**src/logic/sric_pkg.sv**
```systemverilog
package sric_pkg;

  // ---------------------------------------------------------------------------
  // Clock and serial timing
  // ---------------------------------------------------------------------------
  localparam int CLK_HZ = 10_000_000;  // System clock rate in hertz.
  localparam int RATE_57600 = 57600;   // Selectable bit rates in baud.
  localparam int RATE_38400 = 38400;
  localparam int RATE_19200 = 19200;
  localparam int RATE_9600 = 9600;
  localparam int RATE_4800 = 4800;
  localparam int RATE_2400 = 2400;
  localparam int RATE_1200 = 1200;
  localparam int RATE_600 = 600;
  localparam int RATE_300 = 300;

  // Rate selector codes, slowest first.
  localparam logic [3:0] BAUD_300 = 4'h0;
  localparam logic [3:0] BAUD_600 = 4'h1;
  localparam logic [3:0] BAUD_1200 = 4'h2;
  localparam logic [3:0] BAUD_2400 = 4'h3;
  localparam logic [3:0] BAUD_4800 = 4'h4;
  localparam logic [3:0] BAUD_9600 = 4'h5;
  localparam logic [3:0] BAUD_19200 = 4'h6;
  localparam logic [3:0] BAUD_38400 = 4'h7;
  localparam logic [3:0] BAUD_57600 = 4'h8;

  // ---------------------------------------------------------------------------
  // Register map (byte addresses) and field values
  // ---------------------------------------------------------------------------
  localparam logic [7:0] OFS_SERCFG = 8'h00;  // Serial settings.
  localparam logic [7:0] OFS_IFSEL = 8'h04;   // Interface select and bus address.
  localparam logic [7:0] OFS_TXDATA = 8'h08;  // Outgoing message byte.
  localparam logic [7:0] OFS_RXDATA = 8'h0c;  // Incoming command byte, read pops.
  localparam logic [7:0] OFS_STATUS = 8'h10;  // Live state.
  localparam logic [7:0] OFS_MODE = 8'h14;    // Local or remote operation.

  localparam logic [1:0] PAR_NONE = 2'h0;
  localparam logic [1:0] PAR_EVEN = 2'h1;
  localparam logic [1:0] PAR_ODD = 2'h2;
  localparam logic [1:0] TERM_CR = 2'h0;
  localparam logic [1:0] TERM_LF = 2'h1;
  localparam logic [1:0] TERM_CRLF = 2'h2;
  localparam logic [1:0] TERM_LFCR = 2'h3;

  localparam logic [4:0] ADDR_MAX = 5'h1e;    // Highest legal bus address.
  localparam logic [4:0] ADDR_RESET = 5'h0f;  // Bus address after reset.

  // Control characters.
  localparam logic [7:0] CH_CR = 8'h0d;
  localparam logic [7:0] CH_LF = 8'h0a;
  localparam logic [7:0] CH_XON = 8'h11;
  localparam logic [7:0] CH_XOFF = 8'h13;
  localparam logic [7:0] CH_BRK_A = 8'h03;
  localparam logic [7:0] CH_BRK_B = 8'h12;

  // Input queue size and flow watermarks.
  localparam int QDEPTH = 16;
  localparam logic [4:0] Q_HIGH = 5'(QDEPTH * 3 / 4);
  localparam logic [4:0] Q_HALF = 5'(QDEPTH / 2);

  // Serial settings as one carrier.
  typedef struct packed {
    logic [3:0] baud;   // Rate selector.
    logic [1:0] par;    // Parity mode.
    logic       bits7;  // Seven data bits when set.
    logic [1:0] term;   // Message terminator.
    logic       flow;   // Software flow control enabled.
  } sric_cfg_t;

  localparam sric_cfg_t CFG_RESET = '{baud: BAUD_9600, par: PAR_NONE, bits7: 1'b0, term: TERM_CR, flow: 1'b0};

  typedef enum logic [1:0] {RX_IDLE, RX_START, RX_BITS, RX_STOP} sric_rx_t;
  typedef enum logic [0:0] {TX_IDLE, TX_SEND} sric_tx_t;

  // Bit period in clocks for a rate selector; unused codes fall back to 9600.
  function automatic logic [15:0] sric_div(input logic [3:0] sel);
    case (sel)
      BAUD_300: return 16'(CLK_HZ / RATE_300);
      BAUD_600: return 16'(CLK_HZ / RATE_600);
      BAUD_1200: return 16'(CLK_HZ / RATE_1200);
      BAUD_2400: return 16'(CLK_HZ / RATE_2400);
      BAUD_4800: return 16'(CLK_HZ / RATE_4800);
      BAUD_19200: return 16'(CLK_HZ / RATE_19200);
      BAUD_38400: return 16'(CLK_HZ / RATE_38400);
      BAUD_57600: return 16'(CLK_HZ / RATE_57600);
      default: return 16'(CLK_HZ / RATE_9600);
    endcase
  endfunction : sric_div

endpackage : sric_pkg

```
**src/logic/sric_top.sv**
```systemverilog
`timescale 1ns/1ps
// What this block does
// - Frame is 1 start, 7 or 8 data, optional parity, 1 stop.
// - Characters 3 or 18 flush pending work.
// - Nine selectable rates, 57600 down to 300.
// - Reset gives 9600, 8N, CR, no flow.
// - Seven or eight bits, even/odd/no parity.
// - No parity only with eight data bits.
// - Every outgoing message ends with chosen terminator.
// - No hardware handshake gates either direction.
// - Send XOFF when queue passes three quarters.
// - Send XON when queue drops below half.
// - Received XOFF halts output until XON.
// - Buffer input; release commands after carriage return.
// - One interface active; persistent, parallel bus default.
// - Changing interface requests full power-on reset.
// - Bus address 0 to 30, default 15.
// - Going remote exits menus, aborts panel commands.
// - Going local: stop, displays off, then resume.
// - Rate, width, parity change only locally, serial selected.
module sric_top (
  input  wire logic        MCLK_I,           // System clock, 10 MHz.
  input  wire logic        RST_N_I,          // Asynchronous reset, active low.
  input  wire logic        PSEL,             // APB select.
  input  wire logic        PENABLE,          // APB access phase.
  input  wire logic        PWRITE,           // APB direction.
  input  wire logic [7:0]  PADDR,            // APB byte address.
  input  wire logic [31:0] PWDATA,           // APB write data.
  output logic      [31:0] PRDATA,           // APB read data.
  output logic             PREADY,           // APB ready.
  output logic             PSLVERR,          // APB error on unmapped address.
  input  wire logic        RXD_I,            // Serial receive pin.
  output logic             TXD_O,            // Serial transmit pin.
  input  wire logic        NV_SERIAL_I,      // Stored interface choice, 1 = serial.
  output logic             NV_WRITE_O,       // Pulse: store IF_SERIAL_O.
  output logic             POR_REQ_O,        // Pulse: request power-on reset.
  output logic             IF_SERIAL_O,      // Active interface, 1 = serial.
  output logic      [4:0]  BUS_ADDR_O,       // Parallel bus primary address.
  output logic             REMOTE_O,         // Remote operation.
  output logic             MENU_EXIT_O,      // Pulse: leave all menus.
  output logic             PANEL_ABORT_O,    // Pulse: abort panel commands.
  output logic             READ_STOP_O,      // Pulse: stop readings, idle.
  output logic             USER_DISP_OFF_O,  // Pulse: disable user displays.
  output logic             READ_RESUME_O,    // Pulse: resume readings.
  output logic             BREAK_O           // Pulse: clear pending operation.
);
  import sric_pkg::*;

  // ---------------------------------------------------------------------------
  // State
  // ---------------------------------------------------------------------------
  typedef struct packed {
    sric_cfg_t                cfg;        // Serial settings.
    logic                     nv_loaded;  // Stored choice taken after reset.
    logic                     if_ser;     // Active interface.
    logic [4:0]               addr;       // Bus address.
    logic                     remote;     // Remote operation.
    logic [1:0]               loc_step;   // Remote-to-local sequence step.
    logic                     rx_s1;      // Receive synchroniser, first stage.
    logic                     rx_s2;      // Receive synchroniser, second stage.
    sric_rx_t                 rx_st;      // Receiver state.
    logic [15:0]              rx_tim;     // Receiver bit timer.
    logic [3:0]               rx_bit;     // Receiver bit index.
    logic [8:0]               rx_sh;      // Received data and parity.
    logic [QDEPTH-1:0][7:0]   q;          // Input queue storage.
    logic [3:0]               wp;         // Queue write pointer.
    logic [3:0]               rp;         // Queue read pointer.
    logic [4:0]               qcnt;       // Queue occupancy.
    logic [4:0]               cmds;       // Complete commands queued.
    logic                     xoff_sent;  // We have throttled the host.
    logic                     xoff_pend;  // XOFF waiting to go out.
    logic                     xon_pend;   // XON waiting to go out.
    logic                     halted;     // Host has throttled us.
    sric_tx_t                 tx_st;      // Transmitter state.
    logic [15:0]              tx_tim;     // Transmitter bit timer.
    logic [3:0]               tx_left;    // Bits left in frame.
    logic [10:0]              tx_sh;      // Frame shift register.
    logic                     txd;        // Line level.
    logic                     hold_v;     // Message byte waiting.
    logic [7:0]               hold_d;     // Message byte.
    logic                     hold_eom;   // Byte ends its message.
    logic [1:0]               term_left;  // Terminator characters left.
    logic [31:0]              rdata;      // Read data register.
    logic                     p_nvwr;     // Pulse outputs.
    logic                     p_por;
    logic                     p_menu;
    logic                     p_abort;
    logic                     p_stop;
    logic                     p_disp;
    logic                     p_resume;
    logic                     p_brk;
  } sric_st_t;

  sric_st_t st;       // Registered state.
  sric_st_t next_st;  // Next state.

  // ---------------------------------------------------------------------------
  // Bus decode
  // ---------------------------------------------------------------------------
  logic        acc;     // Access phase in progress.
  logic        mapped;  // Address hits a register.
  logic        wr_ok;   // Write takes effect this edge.
  logic        rd_ok;   // Read data loads this edge.
  logic [15:0] div;     // Current bit period in clocks.

  assign div = sric_div(st.cfg.baud);
  assign acc = PSEL && PENABLE;
  assign mapped = PADDR inside {OFS_SERCFG, OFS_IFSEL, OFS_TXDATA, OFS_RXDATA, OFS_STATUS, OFS_MODE};
  // A message byte written while the previous one still waits stalls the bus,
  // so software never loses a byte and needs no polling loop.
  assign PREADY = !(acc && PWRITE && PADDR == OFS_TXDATA && st.hold_v);
  assign PSLVERR = acc && !mapped;
  assign wr_ok = acc && PREADY && PWRITE && mapped;
  // Read data is loaded at the setup edge, so the register already holds it
  // when the access phase completes; reads never need a wait state.
  assign rd_ok = PSEL && !PENABLE && !PWRITE && mapped;

  // ---------------------------------------------------------------------------
  // Next-state logic
  // ---------------------------------------------------------------------------
  always_comb begin
    logic [7:0]  ch;      // Completed receive character.
    logic        push;    // Character enters queue.
    logic        pop;     // Character leaves queue.
    logic [3:0]  nbits;   // Data plus parity bits.
    logic [7:0]  tc;      // Character chosen for transmission.
    logic        go;      // Start a frame.
    logic        par_b;   // Parity bit of tc.
    sric_cfg_t   wcfg;    // Requested settings.
    ch = '0;
    push = 1'b0;
    pop = 1'b0;
    tc = '0;
    go = 1'b0;
    par_b = 1'b0;
    wcfg = PWDATA[9:0];
    nbits = (st.cfg.bits7 ? 4'h7 : 4'h8) + ((st.cfg.par != PAR_NONE) ? 4'h1 : 4'h0);
    next_st = st;
    next_st.p_nvwr = 1'b0;
    next_st.p_por = 1'b0;
    next_st.p_menu = 1'b0;
    next_st.p_abort = 1'b0;
    next_st.p_stop = 1'b0;
    next_st.p_disp = 1'b0;
    next_st.p_resume = 1'b0;
    next_st.p_brk = 1'b0;

    // The stored interface choice is caught once, after reset is released.
    if (!st.nv_loaded) begin
      next_st.nv_loaded = 1'b1;
      next_st.if_ser = NV_SERIAL_I;
    end

    // Remote-to-local runs three pulses in order, one per cycle.
    if (st.loc_step == 2'h1) begin
      next_st.p_disp = 1'b1;
      next_st.loc_step = 2'h2;
    end else if (st.loc_step == 2'h2) begin
      next_st.p_resume = 1'b1;
      next_st.loc_step = 2'h0;
    end

    // Register writes.
    if (wr_ok) begin
      unique case (PADDR)
        OFS_SERCFG: begin
          // Terminator and flow are free; rate, width and parity are panel-only.
          next_st.cfg.term = wcfg.term;
          next_st.cfg.flow = wcfg.flow;
          if (st.if_ser && !st.remote) begin
            if (wcfg.baud <= BAUD_57600) begin
              next_st.cfg.baud = wcfg.baud;
            end
            // A seven-bit frame without parity is refused as a whole.
            if (wcfg.par != 2'h3 && !(wcfg.bits7 && wcfg.par == PAR_NONE)) begin
              next_st.cfg.bits7 = wcfg.bits7;
              next_st.cfg.par = wcfg.par;
            end
          end
        end
        OFS_IFSEL: begin
          if (PWDATA[8] != st.if_ser) begin
            next_st.if_ser = PWDATA[8];
            next_st.p_nvwr = 1'b1;
            next_st.p_por = 1'b1;
          end
          if (!st.if_ser && !st.remote && PWDATA[4:0] <= ADDR_MAX) begin
            next_st.addr = PWDATA[4:0];
          end
        end
        OFS_TXDATA: begin
          next_st.hold_v = 1'b1;
          next_st.hold_d = PWDATA[7:0];
          next_st.hold_eom = PWDATA[8];
        end
        OFS_MODE: begin
          if (PWDATA[0] && !st.remote) begin
            next_st.p_menu = 1'b1;
            next_st.p_abort = 1'b1;
          end else if (!PWDATA[0] && st.remote) begin
            next_st.p_stop = 1'b1;
            next_st.loc_step = 2'h1;
          end
          next_st.remote = PWDATA[0];
        end
        default: begin
          // Read-only registers ignore writes.
        end
      endcase
    end

    // Register reads; reading the data register pops only finished commands.
    if (rd_ok) begin
      next_st.rdata = '0;
      unique case (PADDR)
        OFS_SERCFG: next_st.rdata = 32'(st.cfg);
        OFS_IFSEL: next_st.rdata = {23'h0, st.if_ser, 3'h0, st.addr};
        OFS_RXDATA: begin
          if (st.cmds != 5'h0) begin
            pop = 1'b1;
            next_st.rdata = {23'h0, 1'b1, st.q[st.rp]};
          end
        end
        OFS_STATUS: next_st.rdata = {8'h0, 3'h0, st.cmds, 3'h0, st.qcnt, 2'h0, st.remote, st.halted,
                                     st.xoff_sent, st.tx_st == TX_SEND, st.hold_v, st.cmds != 5'h0};
        OFS_MODE: next_st.rdata = {31'h0, st.remote};
        default: next_st.rdata = '0;
      endcase
    end

    // Receiver: the pin is only read past the second synchroniser stage.
    // RTS and CTS play no part here or in the transmitter.
    next_st.rx_s1 = RXD_I;
    next_st.rx_s2 = st.rx_s1;
    if (st.rx_tim != 16'h0) begin
      next_st.rx_tim = st.rx_tim - 16'h1;
    end
    unique case (st.rx_st)
      RX_IDLE: begin
        if (!st.rx_s2) begin
          next_st.rx_tim = div >> 1;
          next_st.rx_st = RX_START;
        end
      end
      RX_START: begin
        if (st.rx_tim == 16'h0) begin
          // A start bit gone by mid-bit was a glitch.
          next_st.rx_st = st.rx_s2 ? RX_IDLE : RX_BITS;
          next_st.rx_tim = div;
          next_st.rx_bit = 4'h0;
        end
      end
      RX_BITS: begin
        if (st.rx_tim == 16'h0) begin
          next_st.rx_sh[st.rx_bit] = st.rx_s2;
          next_st.rx_bit = st.rx_bit + 4'h1;
          next_st.rx_tim = div;
          if (st.rx_bit == nbits - 4'h1) begin
            next_st.rx_st = RX_STOP;
          end
        end
      end
      RX_STOP: begin
        if (st.rx_tim == 16'h0) begin
          next_st.rx_st = RX_IDLE;
          ch = st.cfg.bits7 ? {1'b0, st.rx_sh[6:0]} : st.rx_sh[7:0];
          // A frame without its stop bit is dropped.
          if (st.rx_s2) begin
            if (ch == CH_BRK_A || ch == CH_BRK_B) begin
              next_st.p_brk = 1'b1;
              next_st.hold_v = 1'b0;
              next_st.term_left = 2'h0;
            end else if (st.cfg.flow && ch == CH_XOFF) begin
              next_st.halted = 1'b1;
            end else if (st.cfg.flow && ch == CH_XON) begin
              next_st.halted = 1'b0;
            end else if (st.qcnt != 5'(QDEPTH)) begin
              // A full queue drops characters; without flow control the host paces itself.
              push = 1'b1;
            end
          end
        end
      end
      default: next_st.rx_st = RX_IDLE;
    endcase

    // Queue bookkeeping; a break empties it and wins over a pop.
    if (next_st.p_brk) begin
      next_st.wp = 4'h0;
      next_st.rp = 4'h0;
      next_st.qcnt = 5'h0;
      next_st.cmds = 5'h0;
    end else begin
      if (push) begin
        next_st.q[st.wp] = ch;
        next_st.wp = st.wp + 4'h1;
      end
      if (pop) begin
        next_st.rp = st.rp + 4'h1;
      end
      next_st.qcnt = st.qcnt + 5'(push) - 5'(pop);
      next_st.cmds = st.cmds + 5'(push && ch == CH_CR) - 5'(pop && st.q[st.rp] == CH_CR);
    end

    // Watermark flow control toward the host.
    if (!st.cfg.flow) begin
      next_st.xoff_sent = 1'b0;
      next_st.xoff_pend = 1'b0;
      next_st.xon_pend = 1'b0;
      next_st.halted = 1'b0;
    end else if (!st.xoff_sent && st.qcnt > Q_HIGH) begin
      next_st.xoff_sent = 1'b1;
      next_st.xoff_pend = 1'b1;
      next_st.xon_pend = 1'b0;
    end else if (st.xoff_sent && st.qcnt < Q_HALF) begin
      next_st.xoff_sent = 1'b0;
      next_st.xon_pend = 1'b1;
    end

    // Transmitter: flow characters jump the queue and ignore a host halt,
    // otherwise a throttled pair of ends could never release each other.
    if (st.tx_tim != 16'h0) begin
      next_st.tx_tim = st.tx_tim - 16'h1;
    end
    unique case (st.tx_st)
      TX_IDLE: begin
        if (st.xoff_pend) begin
          tc = CH_XOFF;
          go = 1'b1;
          next_st.xoff_pend = 1'b0;
        end else if (st.xon_pend && !next_st.xoff_pend) begin
          tc = CH_XON;
          go = 1'b1;
          next_st.xon_pend = 1'b0;
        end else if (!st.halted && st.term_left != 2'h0) begin
          // First terminator character, then the second of a pair.
          tc = ((st.term_left == 2'h2) == (st.cfg.term == TERM_CRLF) || st.cfg.term == TERM_CR) ? CH_CR : CH_LF;
          if (st.cfg.term == TERM_LF) begin
            tc = CH_LF;
          end
          go = 1'b1;
          next_st.term_left = st.term_left - 2'h1;
        end else if (!st.halted && st.hold_v && !next_st.p_brk) begin
          tc = st.hold_d;
          go = 1'b1;
          next_st.hold_v = 1'b0;
          if (st.hold_eom) begin
            next_st.term_left = (st.cfg.term == TERM_CR || st.cfg.term == TERM_LF) ? 2'h1 : 2'h2;
          end
        end
        if (go) begin
          par_b = ^(st.cfg.bits7 ? {1'b0, tc[6:0]} : tc) ^ (st.cfg.par == PAR_ODD);
          if (st.cfg.bits7) begin
            next_st.tx_sh = {1'b1, 1'b1, par_b, tc[6:0], 1'b0};
          end else if (st.cfg.par == PAR_NONE) begin
            next_st.tx_sh = {1'b1, 1'b1, tc, 1'b0};
          end else begin
            next_st.tx_sh = {1'b1, par_b, tc, 1'b0};
          end
          next_st.tx_left = nbits + 4'h2;
          next_st.tx_tim = div;
          next_st.txd = 1'b0;
          next_st.tx_st = TX_SEND;
        end
      end
      TX_SEND: begin
        if (st.tx_tim == 16'h1) begin
          next_st.tx_tim = div;
          next_st.tx_sh = {1'b1, st.tx_sh[10:1]};
          next_st.tx_left = st.tx_left - 4'h1;
          next_st.txd = st.tx_sh[1];
          if (st.tx_left == 4'h1) begin
            next_st.txd = 1'b1;
            next_st.tx_st = TX_IDLE;
            next_st.tx_tim = 16'h0;
          end
        end
      end
      default: next_st.tx_st = TX_IDLE;
    endcase
  end

  // ---------------------------------------------------------------------------
  // State register
  // ---------------------------------------------------------------------------
  // Reset values are constants only; the stored interface choice is loaded
  // by the first clocked cycle after release.
  always_ff @(posedge MCLK_I or negedge RST_N_I) begin
    if (!RST_N_I) begin
      st <= '0;
      st.cfg <= CFG_RESET;
      st.addr <= ADDR_RESET;
      st.if_ser <= 1'b0;
      st.rx_s1 <= 1'b1;
      st.rx_s2 <= 1'b1;
      st.rx_st <= RX_IDLE;
      st.tx_st <= TX_IDLE;
      st.txd <= 1'b1;
    end else begin
      st <= next_st;
    end
  end

  // ---------------------------------------------------------------------------
  // Outputs
  // ---------------------------------------------------------------------------
  assign PRDATA = st.rdata;
  assign TXD_O = st.txd;
  assign NV_WRITE_O = st.p_nvwr;
  assign POR_REQ_O = st.p_por;
  assign IF_SERIAL_O = st.if_ser;
  assign BUS_ADDR_O = st.addr;
  assign REMOTE_O = st.remote;
  assign MENU_EXIT_O = st.p_menu;
  assign PANEL_ABORT_O = st.p_abort;
  assign READ_STOP_O = st.p_stop;
  assign USER_DISP_OFF_O = st.p_disp;
  assign READ_RESUME_O = st.p_resume;
  assign BREAK_O = st.p_brk;

endmodule : sric_top

```
**config.mk**
```make
export PLATFORM = sky130hd
export DESIGN_NAME = sric_top
export DESIGN_NICKNAME = d
export VERILOG_FILES = /design/src/logic/sric_pkg.sv /design/src/logic/sric_top.sv
export SDC_FILE = /design/constraint.sdc
export NUM_CORES = 1
export LEC_CHECK = 0
export BUFFER_PORTS_ARGS = -buffer_cell sky130_fd_sc_hd__buf_2
export CORE_MARGIN = 4
export CORE_UTILIZATION = 40
export CTS_BUF_LIST = sky130_fd_sc_hd__clkbuf_4 sky130_fd_sc_hd__clkbuf_8 sky130_fd_sc_hd__clkbuf_16
export CTS_CLUSTER_DIAMETER = 150
export CTS_CLUSTER_SIZE = 28
export DETAILED_ROUTE_END_ITERATION = 7
export SETUP_SLACK_MARGIN = 0.3
export SLEW_MARGIN = 20
export SYNTH_ARGS = -nofsm -noshare
export SYNTH_HDL_FRONTEND = slang
export SYNTH_SLANG_ARGS = --single-unit
```
**constraint.sdc**
```tcl
create_clock -name MCLK_I -period 9.4 [get_ports MCLK_I]
set_input_delay 0.47 -clock MCLK_I [delete_from_list [all_inputs] [get_ports MCLK_I]]
set_output_delay 0.47 -clock MCLK_I [all_outputs]
set_load 0.02 [all_outputs]
```
==> impl_metrics.json <==
{
  "wl_per_cell_um": 18.1,
  "path_class": "reg -> reg",
  "synth_edf_count": 0,
  "yosysUniqueCellTypes": 89,
  "initialDrtViolationCount": 680,
  "synthXorXnorAreaFrac_pct": 2.96,
  "synthAdderAreaFrac_pct": 3.70,
  "yosys.area_share.simple_pct": 16.4,
  "syn_area_um2": 14300,
  "grt_max_degree": 131,
  "pwr-share-comb_pct": 11.1,
  "async_flop_share_pct": 100,
  "timing.hold.ws_ns": 0.0554,
  "power_density_nw_per_um2": 142,
  "cts_num_sinks": 270,
  "yosysSeqAreaShare_pct": 47.4,
  "path_cells": "and2_1 -> a221oi_1 -> a22oi_1 -> nand2_1 -> or4bb_1 -> nor4_1 -> ha_1 -> inv_1 -> ha_1 -> fa_1 -> a21oi_1 -> nor2_1 -> or3_1 -> a21oi_1",
  "crit_fanout": 20,
  "slowest_delay_ns": 0.99,
  "worst-path-stages": 14,
  "post_cts_buffers": 0,
  "p_int_mw": 1.58,
  "yosys_most_used_dff": "dfrtp_1",
  "cts_buffer_depth": 3,
  "p_switching_mw": 0.555,
  "grt_pass1_vias": 9991,
  "relSlewSlack_pct": 35.3,
  "cp_num_buf_inv": 1,
  "vias": 10300,
  "clkTransAtPathRegs_ns": 0.11,
  "sequentialPowerShare_pct": 58.5,
  "grt_pass1_wl_um": 55500,
  "required_ns": 9.83,
  "skew_ns": 0.0281,
  "swShare_pct": 26.0,
  "slew_violations": 0,
  "finalHoldViolations": 0,
  "placement.io_buffers": 60,
  "place_inst": 1866,
  "rrSetupSlack_ns": 4.67,
  "min_path_type": "in -> reg",
  "synth_top_family_by_area": "simple AND/OR/NAND/NOR gates",
  "synthCells": 1446,
  "rows": 68,
  "gp_congestion": 0.800,
  "end_kind": "flop",
  "io_pins": 97,
  "num-nets-final": 1516,
  "final_cell_count_no_fill": 1886,
  "fin_setup_tns_ns": 0,
  "startpoint": "st[100]$_DFFE_PN0P_",
  "synthToLayoutAreaGrowth_pct": 5.35,
  "setup_viol_count_final": 0,
  "grt_usage_pct": 17.4,
  "antenna_found_initial": 0,
  "critPathCapture": "st[93]$_DFF_PN0_",
  "dp_hpwl_um": 23500,
  "yosysWarningCount": 0,
  "route.detailed.drc": 0,
  "hold_buffers": 0,
  "clkPwrFrac_pct": 30.4,
  "placed_cell_area_um2": 14600,
  "drive_gt1_share_pct": 12.4,
  "core_um2": 34900,
  "maxCapViolCount": 0,
  "r2r-start": "st[100]$_DFFE_PN0P_",
  "synth.area.top_cells": "dfrtp_1, nand2_1, o21ai_0",
  "rsz0062_at_grt": "no",
  "fp.dieW_um": 197,
  "final_util_pct": 43.1,
  "numCtsBuffers": 13,
  "firstDrtPassIters": 5,
  "antenna_left": 0,
  "root_buffer": "clkbuf_16",
  "peakVddDrop_uv": 142,
  "ys_ff_latch": 270,
  "synth_compound_area_share_pct": 16.0,
  "clock.fmax_mhz": 211,
  "worst-r2r-cell-count": 14,
  "reg2reg_to": "st[93]$_DFF_PN0_",
  "synth.area.mux_share_pct": 7.45,
  "p_leak_nw": 6.52,
  "clock_latency_ns": 0.50,
  "drt_wl_total_um": 34000,
  "post-synth-top-area-cell": "dfrtp_1",
  "synth_area_per_cell_um2": 9.87,
  "fin_crit_ns": 4.73,
  "overflow": 0,
  "crit_family": "simple AND/OR/NAND/NOR gates",
  "cts_tree": "yes",
  "cts_resized": 0,
  "worst_slew_pin_slew_ns": 0.967,
  "cts_max_level": 1,
  "yosysTopAreaCellShare_pct": 45.8,
  "final_area_um2": 15000,
  "post-route-period-util_pct": 50.3,
  "die_area_um2": 38800,
  "startpoint_type": "flop",
  "arrival_ns": 5.16,
  "cp_slowest_cell": "dfrtp_1",
  "vias_per_cell": 5.46,
  "die_y_um": 197,
  "status": "finished, final reports clean",
  "antenna_cells": 0,
  "start_util_pct": 40.9
}
[worst reg2reg max path, cell delays in order (launching register included)]
cell and delay [ns]:
dfrtp_1 0.99, and2_1 0.70, a221oi_1 0.22, a22oi_1 0.22, nand2_1 0.15, or4bb_1 0.51, nor4_1 0.32, ha_1 0.21
inv_1 0.04, ha_1 0.19, fa_1 0.41, a21oi_1 0.15, nor2_1 0.06, or3_1 0.34, a21oi_1 0.15
[cells in the mapped netlist (13+ instances only)]
master,n
a21oi_1,43
mux4_2,16
mux2i_1,41
nor3_1,20
ha_1,39
nand2_1,247
dfrtp_1,261
a221oi_1,22
clkbuf_1,53
nor2_1,65
o21ai_0,159
mux2_2,26
buf_4,39
buf_2,21
xor2_1,13
o21ai_1,27
a22oi_1,16
inv_1,53
o22ai_1,16
nand3_1,17
xnor2_1,30
nor2b_1,19
[metal layers]
| metal | vias up | track usage [%] | part of all wire [%] | wire, um |
|---|---|---|---|---|
| met2 | 209 | 27.3 | 45 | 15400 |
| met3 | 43 | 2.07 | 4.6 | 1550 |
| met1 | 5028 | 26.0 | 48 | 16400 |
| met5 | - | 0 | 0 | 0 |
| li1 | 5023 | - | - | - |
| met4 | 0 | 4.11 | 2.0 | 687 |
[sequential cells by signal, indices dropped and copies added, names as in the netlist]
name and cells:
IF_SERIAL_O 1, READ_RESUME_O 1, USER_DISP_OFF_O 1, READ_STOP_O 1, PRDATA 18, next_st 1, BREAK_O 1, PANEL_ABORT_O 1
st 237, NV_WRITE_O 1, REMOTE_O 1, BUS_ADDR_O 5, TXD_O 1
[through the flow]
stage                     total power [mW]  setup slack [ns]
after floorplan                       1.43              5.68
after global placement                1.50              4.71
after detailed placement              1.51              4.65
after CTS                             2.16              4.63
after global routing                  2.24              4.30
final                                 2.13              4.67
[power groups by stage]
stage               logic, mW  clock network (mW)  registers (mW)
detailed placement      0.238                   0            1.27
global placement        0.234                   0            1.27
CTS                     0.239               0.677            1.25
finish                  0.238               0.648            1.25
floorplan               0.175                   0            1.26
global route            0.273               0.713            1.25
[kinds of logic after synthesis]
| kind of cell | count (synthesis) |
|---|---|
| muxes | 83 |
| and+or+nand+nor | 462 |
| buffers and inverters | 174 |
| AOI/OAI and AO/OA | 369 |
| adders and majority gates | 41 |
| other | 2 |
| DFF | 270 |
| xor gates and xnor gates | 45 |
[how the worst min path moves through the flow]
| stage | from | to | slack [ns] | cells past startpoint |
|---|---|---|---|---|
| floorplan | RST_N_I | BREAK_O$_DFF_PN0_ | 0.17 | 0 |
| global placement | next_st[266]$_DFF_PN1_ | st[266]$_DFF_PN1_ | 0.35 | 0 |
| detailed placement | next_st[266]$_DFF_PN1_ | st[266]$_DFF_PN1_ | 0.35 | 0 |
| CTS | RXD_I | next_st[266]$_DFF_PN1_ | 0.03 | 1 |
| global route | RXD_I | next_st[266]$_DFF_PN1_ | 0.02 | 1 |
| finish | RXD_I | next_st[266]$_DFF_PN1_ | 0.06 | 1 |
[cells in the final DEF, fill, tap and decap left out, types with 5 or more instances in the layout]
| master | instances |
|---|---|
| or3_1 | 7 |
| o21ai_1 | 27 |
| nand2b_1 | 6 |
| inv_1 | 53 |
| dfstp_2 | 9 |
| o221ai_1 | 8 |
| nor3b_1 | 7 |
| nand4_1 | 8 |
| nand3_1 | 17 |
| ha_1 | 39 |
| o32ai_1 | 7 |
| xnor2_1 | 30 |
| conb_1 | 15 |
| buf_4 | 12 |
| nor4_1 | 11 |
| a221oi_1 | 22 |
| a211oi_1 | 5 |
| nand2_1 | 247 |
| dfrtp_1 | 260 |
| xor2_1 | 13 |
| mux2i_1 | 41 |
| a21oi_1 | 43 |
| o31ai_1 | 8 |
| nor3_1 | 20 |
| mux2_2 | 26 |
| buf_2 | 59 |
| a21o_1 | 7 |
| a22oi_1 | 16 |
| mux4_2 | 16 |
| clkbuf_16 | 13 |
| o21ai_0 | 159 |
| o21a_1 | 8 |
| o22ai_1 | 16 |
| nor2b_1 | 19 |
| nor2_1 | 65 |
[area by class of cell]
cell class | count | area [um2]
clock buffer | 17 | 355
inverter | 54 | 203
sequential | 270 | 6770
fill | 3364 | 19900
tap | 455 | 569
timing repair buffer | 74 | 438
clock inverter | 1 | 11.3
multi-input combinational | 1015 | 6690
Note: power is estimated with default switching activity, not from simulation.
